File: src/include/bdb_pkg.sv
package bdb_pkg;
  // Byte space geometry
  localparam int PAGE_W       = 8;
  localparam int OFFSET_W     = 14;
  localparam int COUNT_W      = 14;
  localparam int IADDR_W      = 14;
  localparam int WAIT_W       = 3;
  localparam int PAGE_COUNT   = 256;
  // Data bus lanes
  localparam int BYTE_LANE_LO = 8;
  localparam int PAGE_LANE_LO = 16;
  // Transfer formats
  localparam logic [1:0] FMT_PM24   = 2'h0;
  localparam logic [1:0] FMT_DM16   = 2'h1;
  localparam logic [1:0] FMT_DM8MSB = 2'h2;
  localparam logic [1:0] FMT_DM8LSB = 2'h3;
  // Mode pins C,B,A
  localparam logic [2:0] MODE_BOOT_FULL = 3'h0;
  localparam logic [2:0] MODE_NO_BOOT   = 3'h2;
  localparam logic [2:0] MODE_BOOT_HOST = 3'h4;
  // Boot defaults
  localparam logic [COUNT_W-1:0] BOOT_COUNT = 14'h0020;
  typedef enum logic [2:0] {
    BDB_IDLE,
    BDB_BYTE,
    BDB_WAIT,
    BDB_MOVE,
    BDB_DONE
  } bdb_state_t;
endpackage

File: src/logic/bdb_byte_dma.sv
`timescale 1ns/100ps
module bdb_byte_dma
(
  // Clock and reset
  input  wire logic        REF_CLK_IN,
  input  wire logic        ARST_N_IN,
  // Mode straps, sampled on reset release
  input  wire logic [2:0]  MODE_IN,
  // Settings write port
  input  wire logic        CFG_WR_IN,
  input  wire logic        COUNT_WR_IN,
  input  wire logic [13:0] COUNT_DATA_IN,
  input  wire logic [1:0]  TRANSFER_FORMAT_IN,
  input  wire logic        TRANSFER_DIRECTION_IN,
  input  wire logic [13:0] INTERNAL_START_ADDRESS_IN,
  input  wire logic [13:0] EXTERNAL_BYTE_OFFSET_IN,
  input  wire logic [7:0]  BYTE_PAGE_IN,
  input  wire logic        CONTEXT_RESET_HOLD_IN,
  input  wire logic [2:0]  BYTE_WAIT_STATES_IN,
  // Status
  output logic [13:0]      WORD_COUNT_OUT,
  output logic [13:0]      EXTERNAL_BYTE_OFFSET_OUT,
  output logic [7:0]       BYTE_PAGE_OUT,
  output logic             BUSY_OUT,
  output logic             DONE_IRQ_OUT,
  output logic             HOST_MODE_OUT,
  // Core control
  input  wire logic        CORE_EXT_REQ_IN,
  output logic             CORE_HOLD_OUT,
  output logic             CORE_RESTART_OUT,
  output logic             BOOT_FROM_EXTERNAL_OUT,
  // External byte bus
  output logic             BYTE_SEL_N_OUT,
  output logic             BYTE_RD_N_OUT,
  output logic             BYTE_WR_N_OUT,
  output logic [13:0]      ADDR_OUT,
  output logic [23:0]      DATA_OUT,
  output logic [23:0]      DATA_OE_OUT,
  input  wire logic [23:0] DATA_IN,
  // Internal memory port
  output logic             MEM_REQ_OUT,
  output logic             MEM_WR_OUT,
  output logic             MEM_PM_OUT,
  output logic [13:0]      MEM_ADDR_OUT,
  output logic [23:0]      MEM_WDATA_OUT,
  input  wire logic [23:0] MEM_RDATA_IN
);

  // Bytes needed per word for a format
  function automatic logic [1:0] bytes_for(input logic [1:0] fmt);
    case (fmt)
      bdb_pkg::FMT_PM24: bytes_for = 2'h3;
      bdb_pkg::FMT_DM16: bytes_for = 2'h2;
      default:           bytes_for = 2'h1;
    endcase
  endfunction

  bdb_pkg::bdb_state_t state;
  logic [13:0] count;
  logic [13:0] ext_off;
  logic [7:0]  page;
  logic [13:0] int_addr;
  logic [1:0]  fmt;
  logic        dir_out;
  logic        hold_mode;
  logic [2:0]  wait_cfg;
  logic [2:0]  wait_cnt;
  logic [1:0]  byte_idx;
  logic [23:0] word;
  logic        rst_seen;
  logic        host_mode;
  logic        boot_pend;
  logic [1:0]  nbytes;
  logic [7:0]  out_byte;
  logic [7:0]  next_page;
  logic [13:0] next_off;

  assign nbytes = bytes_for(fmt);

  assign next_off  = ext_off + 14'h0001;
  assign next_page = (ext_off == 14'h3fff) ? page + 8'h01 : page;

  // Byte chosen for write direction, MSB first
  always_comb
  begin
    out_byte = word[7:0];
    case (fmt)
      bdb_pkg::FMT_PM24:
        out_byte = (byte_idx == 2'h0) ? word[23:16] :
                   (byte_idx == 2'h1) ? word[15:8] : word[7:0];
      bdb_pkg::FMT_DM16:
        out_byte = (byte_idx == 2'h0) ? word[15:8] : word[7:0];
      bdb_pkg::FMT_DM8MSB:
        out_byte = word[15:8];
      default:
        out_byte = word[7:0];
    endcase
  end

  // Straps caught one edge after release, not under the async reset
  always_ff @(posedge REF_CLK_IN or negedge ARST_N_IN)
  begin
    if (!ARST_N_IN)
    begin
      rst_seen  <= 1'b0;
      host_mode <= 1'b0;
      boot_pend <= 1'b0;
      BOOT_FROM_EXTERNAL_OUT <= 1'b0;
    end
    else
    begin
      boot_pend <= 1'b0;
      if (!rst_seen)
      begin
        rst_seen  <= 1'b1;
        host_mode <= MODE_IN[2];
        boot_pend <= (MODE_IN == bdb_pkg::MODE_BOOT_FULL) ||
                     (MODE_IN == bdb_pkg::MODE_BOOT_HOST);
        BOOT_FROM_EXTERNAL_OUT <= (MODE_IN == bdb_pkg::MODE_NO_BOOT);
      end
    end
  end

  // Settings and transfer engine
  always_ff @(posedge REF_CLK_IN or negedge ARST_N_IN)
  begin
    if (!ARST_N_IN)
    begin
      state     <= bdb_pkg::BDB_IDLE;
      count     <= '0;
      ext_off   <= '0;
      page      <= '0;
      int_addr  <= '0;
      fmt       <= bdb_pkg::FMT_PM24;
      dir_out   <= 1'b0;
      hold_mode <= 1'b0;
      wait_cfg  <= '0;
      wait_cnt  <= '0;
      byte_idx  <= '0;
      word      <= '0;
      DONE_IRQ_OUT     <= 1'b0;
      CORE_RESTART_OUT <= 1'b0;
    end
    else
    begin
      DONE_IRQ_OUT     <= 1'b0;
      CORE_RESTART_OUT <= 1'b0;
      case (state)
        bdb_pkg::BDB_IDLE:
        begin
          if (boot_pend)
          begin
            ext_off   <= '0;
            page      <= '0;
            int_addr  <= '0;
            fmt       <= bdb_pkg::FMT_PM24;
            dir_out   <= 1'b0;
            hold_mode <= 1'b1;
            count     <= bdb_pkg::BOOT_COUNT;
            byte_idx  <= '0;
            word      <= '0;
            state     <= bdb_pkg::BDB_BYTE;
          end
          else
          begin
            if (CFG_WR_IN)
            begin
              fmt       <= TRANSFER_FORMAT_IN;
              dir_out   <= TRANSFER_DIRECTION_IN;
              int_addr  <= INTERNAL_START_ADDRESS_IN;
              ext_off   <= EXTERNAL_BYTE_OFFSET_IN;
              page      <= BYTE_PAGE_IN;
              hold_mode <= CONTEXT_RESET_HOLD_IN;
              wait_cfg  <= BYTE_WAIT_STATES_IN;
            end
            if (COUNT_WR_IN)
            begin
              count <= COUNT_DATA_IN;
              if (COUNT_DATA_IN != 14'h0000)
              begin
                byte_idx <= '0;
                word     <= '0;
                // Write direction fetches the first word before any byte
                state    <= (CFG_WR_IN ? TRANSFER_DIRECTION_IN : dir_out) ?
                            bdb_pkg::BDB_MOVE : bdb_pkg::BDB_BYTE;
              end
            end
          end
        end
        bdb_pkg::BDB_BYTE:
        begin
          if (!CORE_EXT_REQ_IN)
          begin
            wait_cnt <= wait_cfg;
            state    <= bdb_pkg::BDB_WAIT;
          end
        end
        bdb_pkg::BDB_WAIT:
        begin
          if (wait_cnt != 3'h0)
            wait_cnt <= wait_cnt - 3'h1;
          else
          begin
            ext_off <= next_off;
            page    <= next_page;
            if (!dir_out)
              word <= {word[15:0], DATA_IN[bdb_pkg::BYTE_LANE_LO +: 8]};
            if (byte_idx == nbytes - 2'h1)
            begin
              byte_idx <= '0;
              state    <= dir_out ? bdb_pkg::BDB_DONE : bdb_pkg::BDB_MOVE;
            end
            else
            begin
              byte_idx <= byte_idx + 2'h1;
              state    <= bdb_pkg::BDB_BYTE;
            end
          end
        end
        bdb_pkg::BDB_MOVE:
        begin
          if (dir_out)
          begin
            word  <= MEM_RDATA_IN;
            state <= bdb_pkg::BDB_BYTE;
          end
          else
          begin
            int_addr <= int_addr + 14'h0001;
            state    <= bdb_pkg::BDB_DONE;
          end
        end
        bdb_pkg::BDB_DONE:
        begin
          count <= count - 14'h0001;
          word  <= '0;
          if (dir_out)
            int_addr <= int_addr + 14'h0001;
          if (count == 14'h0001)
          begin
            DONE_IRQ_OUT <= 1'b1;
            CORE_RESTART_OUT <= hold_mode;
            state <= bdb_pkg::BDB_IDLE;
          end
          else
            state <= dir_out ? bdb_pkg::BDB_MOVE : bdb_pkg::BDB_BYTE;
        end
        default:
          state <= bdb_pkg::BDB_IDLE;
      endcase
    end
  end

  // Bus drive registered from the engine state
  always_ff @(posedge REF_CLK_IN or negedge ARST_N_IN)
  begin
    if (!ARST_N_IN)
    begin
      BYTE_SEL_N_OUT <= 1'b1;
      BYTE_RD_N_OUT  <= 1'b1;
      BYTE_WR_N_OUT  <= 1'b1;
      ADDR_OUT       <= '0;
      DATA_OUT       <= '0;
      DATA_OE_OUT    <= '0;
    end
    else
    begin
      if ((state == bdb_pkg::BDB_BYTE && !CORE_EXT_REQ_IN) ||
          (state == bdb_pkg::BDB_WAIT && wait_cnt != 3'h0))
      begin
        BYTE_SEL_N_OUT <= 1'b0;
        BYTE_RD_N_OUT  <= dir_out;
        BYTE_WR_N_OUT  <= !dir_out;
        // offset on address, page on upper data; host mode drives only offset bit 0 and no page
        ADDR_OUT <= host_mode ? {13'h0, ext_off[0]} : ext_off;
        DATA_OUT[23:16]    <= host_mode ? 8'h00 : page;
        DATA_OE_OUT[23:16] <= {8{!host_mode}};
        DATA_OUT[15:8]     <= out_byte;
        DATA_OE_OUT[15:8]  <= {8{dir_out}};
        DATA_OUT[7:0]      <= 8'h00;
        DATA_OE_OUT[7:0]   <= 8'h00;
      end
      else
      begin
        BYTE_SEL_N_OUT <= 1'b1;
        BYTE_RD_N_OUT  <= 1'b1;
        BYTE_WR_N_OUT  <= 1'b1;
        DATA_OE_OUT    <= '0;
      end
    end
  end

  always_comb
  begin
    MEM_REQ_OUT   = (state == bdb_pkg::BDB_MOVE);
    MEM_WR_OUT    = (state == bdb_pkg::BDB_MOVE) && !dir_out;
    MEM_PM_OUT    = (fmt == bdb_pkg::FMT_PM24);
    MEM_ADDR_OUT  = int_addr;
    case (fmt)
      bdb_pkg::FMT_PM24:   MEM_WDATA_OUT = word;
      bdb_pkg::FMT_DM16:   MEM_WDATA_OUT = {8'h00, word[15:0]};
      bdb_pkg::FMT_DM8MSB: MEM_WDATA_OUT = {8'h00, word[7:0], 8'h00};
      default:             MEM_WDATA_OUT = {16'h0000, word[7:0]};
    endcase
  end

  assign BUSY_OUT                 = (state != bdb_pkg::BDB_IDLE);
  // stall core while holding
  // Also held until straps are read, so a boot never races the core
  assign CORE_HOLD_OUT            = (BUSY_OUT && hold_mode) || boot_pend || !rst_seen;
  assign WORD_COUNT_OUT           = count;
  assign EXTERNAL_BYTE_OFFSET_OUT = ext_off;
  assign BYTE_PAGE_OUT            = page;
  assign HOST_MODE_OUT            = host_mode;

  // no byte strobe while core wants the bus starts
  a_core_priority: assert property (@(posedge REF_CLK_IN) disable iff (!ARST_N_IN)
    (state == bdb_pkg::BDB_BYTE && CORE_EXT_REQ_IN) |=> state == bdb_pkg::BDB_BYTE)
    else $error("byte access began while core held the bus");
  a_count_step: assert property (@(posedge REF_CLK_IN) disable iff (!ARST_N_IN)
    state == bdb_pkg::BDB_DONE |=> count == $past(count) - 14'h0001)
    else $error("word count did not step down");
  a_done_irq: assert property (@(posedge REF_CLK_IN) disable iff (!ARST_N_IN)
    DONE_IRQ_OUT |-> count == 14'h0000 && state == bdb_pkg::BDB_IDLE)
    else $error("interrupt without finished count");
  a_start_nonzero: assert property (@(posedge REF_CLK_IN) disable iff (!ARST_N_IN)
    (state == bdb_pkg::BDB_IDLE && !boot_pend && COUNT_WR_IN && COUNT_DATA_IN != 14'h0000)
    |=> BUSY_OUT)
    else $error("nonzero count did not start transfer");
  a_page_carry: assert property (@(posedge REF_CLK_IN) disable iff (!ARST_N_IN)
    (state == bdb_pkg::BDB_WAIT && wait_cnt == 3'h0 && ext_off == 14'h3fff)
    |=> page == $past(page) + 8'h01 && ext_off == 14'h0000)
    else $error("page did not advance on wrap");
  a_wait_stretch: assert property (@(posedge REF_CLK_IN) disable iff (!ARST_N_IN)
    (state == bdb_pkg::BDB_BYTE && !CORE_EXT_REQ_IN && wait_cfg == 3'h2)
    |=> state == bdb_pkg::BDB_WAIT [*3])
    else $error("wait states not applied");
  a_move_single: assert property (@(posedge REF_CLK_IN) disable iff (!ARST_N_IN)
    state == bdb_pkg::BDB_MOVE |=> state != bdb_pkg::BDB_MOVE)
    else $error("memory move took more than one cycle");
  a_boot_load: assert property (@(posedge REF_CLK_IN) disable iff (!ARST_N_IN)
    boot_pend |=> count == bdb_pkg::BOOT_COUNT && hold_mode && CORE_HOLD_OUT)
    else $error("boot defaults not loaded");
  a_zero_fill: assert property (@(posedge REF_CLK_IN) disable iff (!ARST_N_IN)
    (MEM_WR_OUT && fmt == bdb_pkg::FMT_DM8LSB) |-> MEM_WDATA_OUT[23:8] == 16'h0000)
    else $error("byte format upper bits not zero");

endmodule // bdb_byte_dma

File: config.mk
export PLATFORM = sky130hd
export DESIGN_NAME = bdb_byte_dma
export DESIGN_NICKNAME = d
export VERILOG_FILES = /design/src/include/bdb_pkg.sv /design/src/logic/bdb_byte_dma.sv
export SDC_FILE = /design/constraint.sdc
export NUM_CORES = 1
export LEC_CHECK = 0
export BUFFER_PORTS_ARGS = -buffer_cell sky130_fd_sc_hd__buf_2
export CAP_MARGIN = 20
export CORE_MARGIN = 2
export CORE_UTILIZATION = 35
export DETAILED_ROUTE_END_ITERATION = 6
export GPL_TIMING_DRIVEN = 1
export SLEW_MARGIN = 20
export SYNTH_ARGS = -nofsm -noshare
export SYNTH_HDL_FRONTEND = slang
export SYNTH_SLANG_ARGS = --single-unit
File: constraint.sdc
create_clock -name REF_CLK_IN -period 2.36 [get_ports REF_CLK_IN]
set_input_delay 0.118 -clock REF_CLK_IN [delete_from_list [all_inputs] [get_ports REF_CLK_IN]]
set_output_delay 0.118 -clock REF_CLK_IN [all_outputs]
set_load 0.02 [all_outputs]
==> Yosys cells after proc, flatten, opt, wreduce, memory -nomap -nowiden <==
Cells that the tools add are included.
{ "word_totals": {"input_bits": 113, "register_bits": 152, "word_cells": 158, "output_inout_bits": 148} }
{ "classes": {"mux": 68, "bitwise": 1, "n_reduce_logical": 35, "n_eq_ne": 23, "add_sub_neg": 7} }
{ "op_table": {"columns": ["cell", "count"], "rows": [
  ["$mux W24", 7],
  ["$mux W14", 10],
  ["$pmux W24 S4", 1],
  ["$pmux W24 S3", 1],
  ["$mux W8", 8],
  ["$pmux W14 S2", 2],
  ["$pmux W14 S3", 1],
  ["$mux W3", 10],
  ["$add A14 B1 Y14 const B", 2],
  ["$pmux W8 S3", 1],
  ["$mux W2", 10],
  ["$pmux W8 S2", 1],
  ["$reduce_and A4 Y1", 4],
  ["$pmux W3 S5", 1],
  ["$eq A14 B1 Y1 const B", 1],
  ["$eq A14 B14 Y1 const B", 1],
  ["$reduce_bool A14 Y1", 1],
  ["$sub A14 B1 Y14 const B", 1],
  ["$mux W1", 12],
  ["$ne A2 B2 Y1 const B", 6],
  ["$eq A3 B2 Y1 const B", 3],
  ["$ne A3 B3 Y1 const B", 3],
  ["$reduce_and A3 Y1", 3],
  ["$reduce_bool A3 Y1", 3],
  ["other kinds (22)", 41]
]} }

==> Longest topological paths before layout <==
{ "depth": {"depth_word": 7, "ltp_mapped": 11, "mapped_depth_nobuf": 9} }

==> Worst setup path after synthesis <==
Ideal clock, no wire load.
{ "synth_path": {"path_kind": "register -> register", "start": "register wait_cnt[0]", "end": "register ext_off[13] (netlist: EXTERNAL_BYTE_OFFSET_OUT[13])", "stages_incl_launch_ff": 9, "slack_ns": 0.290, "required_time_ns": 2.291, "n_path_buf": 1, "t_arrival_ns": 2.001, "cell_sequence": "dfrtp_1 -> inv_1 -> ha_1 -> ha_1 -> nor2b_4 -> or4_1 -> buf_2 -> or4_1 -> nand3_1"} }
{ "synth_between": {"elab_chain_cells": 3} }
{ "synth_lines": {"columns": ["item", "line_no", "text"], "rows": [
  ["start: declaration", "bdb_byte_dma.sv:67", "logic [2:0] wait_cnt;"],
  ["start signal: assignment", "bdb_byte_dma.sv:194", "wait_cnt <= wait_cfg;"],
  ["start signal: assignment", "bdb_byte_dma.sv:201", "wait_cnt <= wait_cnt - 3'h1;"],
  ["$reduce_bool A3 Y1", "bdb_byte_dma.sv:200", "if (wait_cnt != 3'h0)"],
  ["$ne A2 B2 Y1 (no line)", null, null],
  ["$reduce_and A3 Y1 (no line)", null, null],
  ["end signal: assignment", "bdb_byte_dma.sv:204", "ext_off <= next_off;"],
  ["end: declaration", "bdb_byte_dma.sv:60", "logic [13:0] ext_off;"]
]} }
Every way passes these cells.
A chain may end at the register's enable or synchronous reset.

==> Worst setup path in the final report <==
{ "layout_path": {"start": "register fmt[0]", "end": "output port MEM_WDATA_OUT[17]"} }
{ "layout_between": {"elab_chain_cells": 2, "elab_cells_between_ends": 4} }
{ "layout_lines": {"columns": ["item", "line_no", "text"], "rows": [
  ["start: declaration", "bdb_byte_dma.sv:63", "logic [1:0] fmt;"],
  ["start signal: assignment", "bdb_byte_dma.sv:134", "fmt <= bdb_pkg::FMT_PM24;"],
  ["start signal: assignment", "bdb_byte_dma.sv:156", "fmt <= bdb_pkg::FMT_PM24;"],
  ["$eq A2 B2 Y1 (tied with other cells)", "bdb_byte_dma.sv:299", "case (fmt)"],
  ["$pmux W24 S3 *", "bdb_byte_dma.sv:299", null],
  ["end: declaration", "bdb_byte_dma.sv:45", "output logic [23:0] MEM_WDATA_OUT,"]
]} }
Every way passes the cells marked *; elsewhere a longest branch is shown, timed or not.

==> results.tsv <==
metric	value	unit
grt total ovfl	0	
Post-synth EDFFs	0	
total wire length	22.3	mm
Final Hold Vio Count	0	
Synth cell types	66	
min Tclk post-route	2130	ps
Final nets	1228	
Core Util, Final	48.3	%
Lkg Pwr	4.66	nW
worst-skew pair later-pin latency	420	ps
postcts setup bufs	0	
vias in the first global route	6748	
Max clock buf depth	2	
Synth Cell Area	0.00729	mm²
number of max-cap violations	0	
DRT iter0 DRCs	422	
Vias/cell	5.24	
clk root buf	clkbuf_16	
synth warn	0	
layout cells sized above 1	28.2	%
largest net degree at the start of global routing	56	
Post-Syn Instances	838	
placed insts	1302	
Fin Hold WS	18.5	ps
Tot GR Track Use	20.2	%
Max Freq	469	MHz
first-pass GRT wire length	35.6	mm
Final Setup Violations	0	
gp weighted congestion	0.820	
Post-synth ARST share	100	%
worst-path maximum fanout	10	
Placeable Area	0.0204	mm²
Antenna Nets Post-Route	0	
CTS Buf Count	17	
crit share post-route	90.4	%
critical path class	flip-flop to output port	
Crit-path slowest cell	dfrtp_1	
row cnt	52	
Slew Viols, Final	0	
Slowest Stage Delay on Critical Path	510	ps
I/O Buffers	228	
register area share after synthesis	44.7	%
top_reg_cell synth	dfrtp_1	
diode count	0	
clk slew on worst S/H paths	60	ps
Yosys reg bits	130	
CTS H-Tree Depth	4	
Worst-Margin Slew	710	ps
max_slew headroom	52.7	%
Cell Chain, Critical Path	buf_4, nor2_1, and2_1, buf_2	
Critical Path End Type	output port	
CP required	2240	ps
Die W	148	µm
DRC violations left	0	
worst vdd ir	0.000592	V
Total Neg Setup Slack	0	ps
CP arrival	2020	ps
die height	148	µm
Reg area	0.00326	mm²
Pre-antenna DRT Iters	6	
initial antenna violation count	0	
outcome	completed	
filler instances	1977	
clock sink total	130	
post-DP HPWL	15.7	mm
Pwr Total	13.9	mW
Ports	261	
area grow syn2layout	35.0	%
CTS tree	done	
Hold Path Class	input pin to flip-flop	
pwr dens	1410	mW/mm²
fin cells	1389	
clk_skew	9.77	ps
Initial Utilization	35.8	%
RSZ-0062 raised after global routing	no	
Multi-input gate area	0.00351	mm²
wire per inst	16.0	µm
total number of vias	7278	
syn avg cell area	8.70	µm²
Worst Setup Start Kind	flip-flop	
Die ar.	0.0220	mm²
## area by class of cell
type | instances | area share [%]
Multi-Input combinational cell | 606 | 35.7
Clock buffer | 21 | 4.68
Inverter | 30 | 1.14
Tap cell | 270 | 3.43
Timing Repair Buffer | 321 | 20.5
Clock inverter | 11 | 1.37
Sequential cell | 130 | 33.1
## Yosys cell counts (3+ instances only)
cell type  number  area (µm²)
dfstp_2         3        78.8
nor2_1         51         191
nand4_1         8        50.1
and3_1         15        93.8
nand2_1       101         379
o31ai_1         5        37.5
ha_1            9         113
a21oi_1        68         340
a22o_1          5        43.8
dfrtp_1       127        3180
and2_1         19         119
mux2i_1        12         120
o21ai_1         3        15.0
a22oi_1        19         143
a2bb2oi_1       3        26.3
inv_1          29         109
o211ai_1        8        60.1
buf_2          13        65.1
nand3_1        22         110
or4_1           3        22.5
mux2_2          5        56.3
a21o_1          3        22.5
a221oi_1       17         149
buf_4          33         248
nor3_1         10        50.1
o21a_1          4        30.0
nand2b_1       20         125
buf_1           6        22.5
nor4_1          9        56.3
clkbuf_1       32         120
o2bb2ai_1       4        35.0
a32oi_1         8        70.1
a31oi_1        13        81.3
o311ai_0        4        35.0
o21ai_0       101         505
a211oi_1        5        37.5
## report_power, final
group	leakage (nW)	internal [mW]	switching, mW
clock	0.292	1.70	0.971
sequential	1.63	3.15	1.08
combinational	2.74	2.61	4.34
## path summary, 6_finish.rpt
kind | start | end | slack (ps) | cells past startpoint
setup reg to reg | wait_cnt[0] | EXTERNAL_BYTE_OFFSET_OUT[13] | 280 | 7
hold reg to reg | ADDR_OUT[0] | ADDR_OUT[0] | 470 | 2
hold / removal | INTERNAL_START_ADDRESS_IN[4] | MEM_ADDR_OUT[4] | 20 | 3
setup / recovery | fmt[0] | MEM_WDATA_OUT[17] | 230 | 4
max in group asynchronous | ARST_N_IN | BYTE_WR_N_OUT | 1400 | 3
min in group asynchronous | ARST_N_IN | DATA_OUT[13] | 240 | 2
## per-layer routing
layer / up-vias / track usage, % / wire, µm
met5: - / 0 / 0
met4: 0 / 6.10 / 331
met1: 3445 / 27.7 / 10000
met2: 292 / 32.0 / 10500
met3: 24 / 4.54 / 1420
li1: 3517 / - / -
## flip-flops by register name (all words and copies together) (netlist names), 2 cells and up
signal / cells
EXTERNAL_BYTE_OFFSET_OUT: 14
WORD_COUNT_OUT: 14
word: 24
BYTE_PAGE_OUT: 8
wait_cnt: 3
MEM_ADDR_OUT: 14
wait_cfg: 3
DATA_OUT: 16
DATA_OE_OUT: 2
state: 3
byte_idx: 2
ADDR_OUT: 14
fmt: 2
## worst max-delay path, delay by kind of cell, from the launching register on
family	cells	cell delay [ps]
buffers and inverters	2	420
flip-flops	1	510
AND/OR/NAND/NOR	2	680
## metrics by stage
| stage | instance area (µm²) | setup WS [ps] |
|---|---|---|
| after floorplan | 7340 | 290 |
| after global placement | 8690 | 233 |
| after detailed placement | 8690 | 177 |
| after CTS | 9840 | 162 |
| after global routing | 9840 | 38.5 |
| final | 9840 | 226 |
## placed cells by master, fill, tap and decap left out, types with 15 or more instances in the layout
| cell type | Yosys | final |
|---|---|---|
| dlygate4sd3_1 | 0 | 55 |
| o21ai_0 | 101 | 100 |
| and2_1 | 19 | 18 |
| and3_1 | 15 | 15 |
| buf_4 | 33 | 35 |
| dfrtp_1 | 127 | 127 |
| buf_2 | 13 | 227 |
| inv_1 | 29 | 28 |
| nand2_1 | 101 | 101 |
| a221oi_1 | 17 | 17 |
| nand2b_1 | 20 | 20 |
| clkbuf_16 | 0 | 17 |
| a22oi_1 | 19 | 19 |
| a21oi_1 | 68 | 68 |
| conb_1 | 2 | 17 |
| nor2_1 | 51 | 51 |
| nand3_1 | 22 | 22 |
## cell families (layout without fill, tap and decap cells)
kind of cell / after synthesis / after routing / share of synthesized area (%)
AO/OA/AOI/OAI: 283 / 283 / 24.0
XOR/XNOR: 1 / 1 / 0.120
adder cells (fa/ha/maj): 9 / 9 / 1.55
buffers and inverters: 117 / 383 / 8.09
flip-flops: 130 / 130 / 44.7
multiplexers: 17 / 17 / 2.42
other: 2 / 17 / 0.103
AND/OR/NAND/NOR: 279 / 279 / 19.1
## what timing repair did
item,4_1_cts,5_1_grt
hold buffers,55,0
hold endpoints to repair,104,0
endpoints found under the setup margin,0,4
resized for setup,0,1
Power figures use the tool's default switching activity.
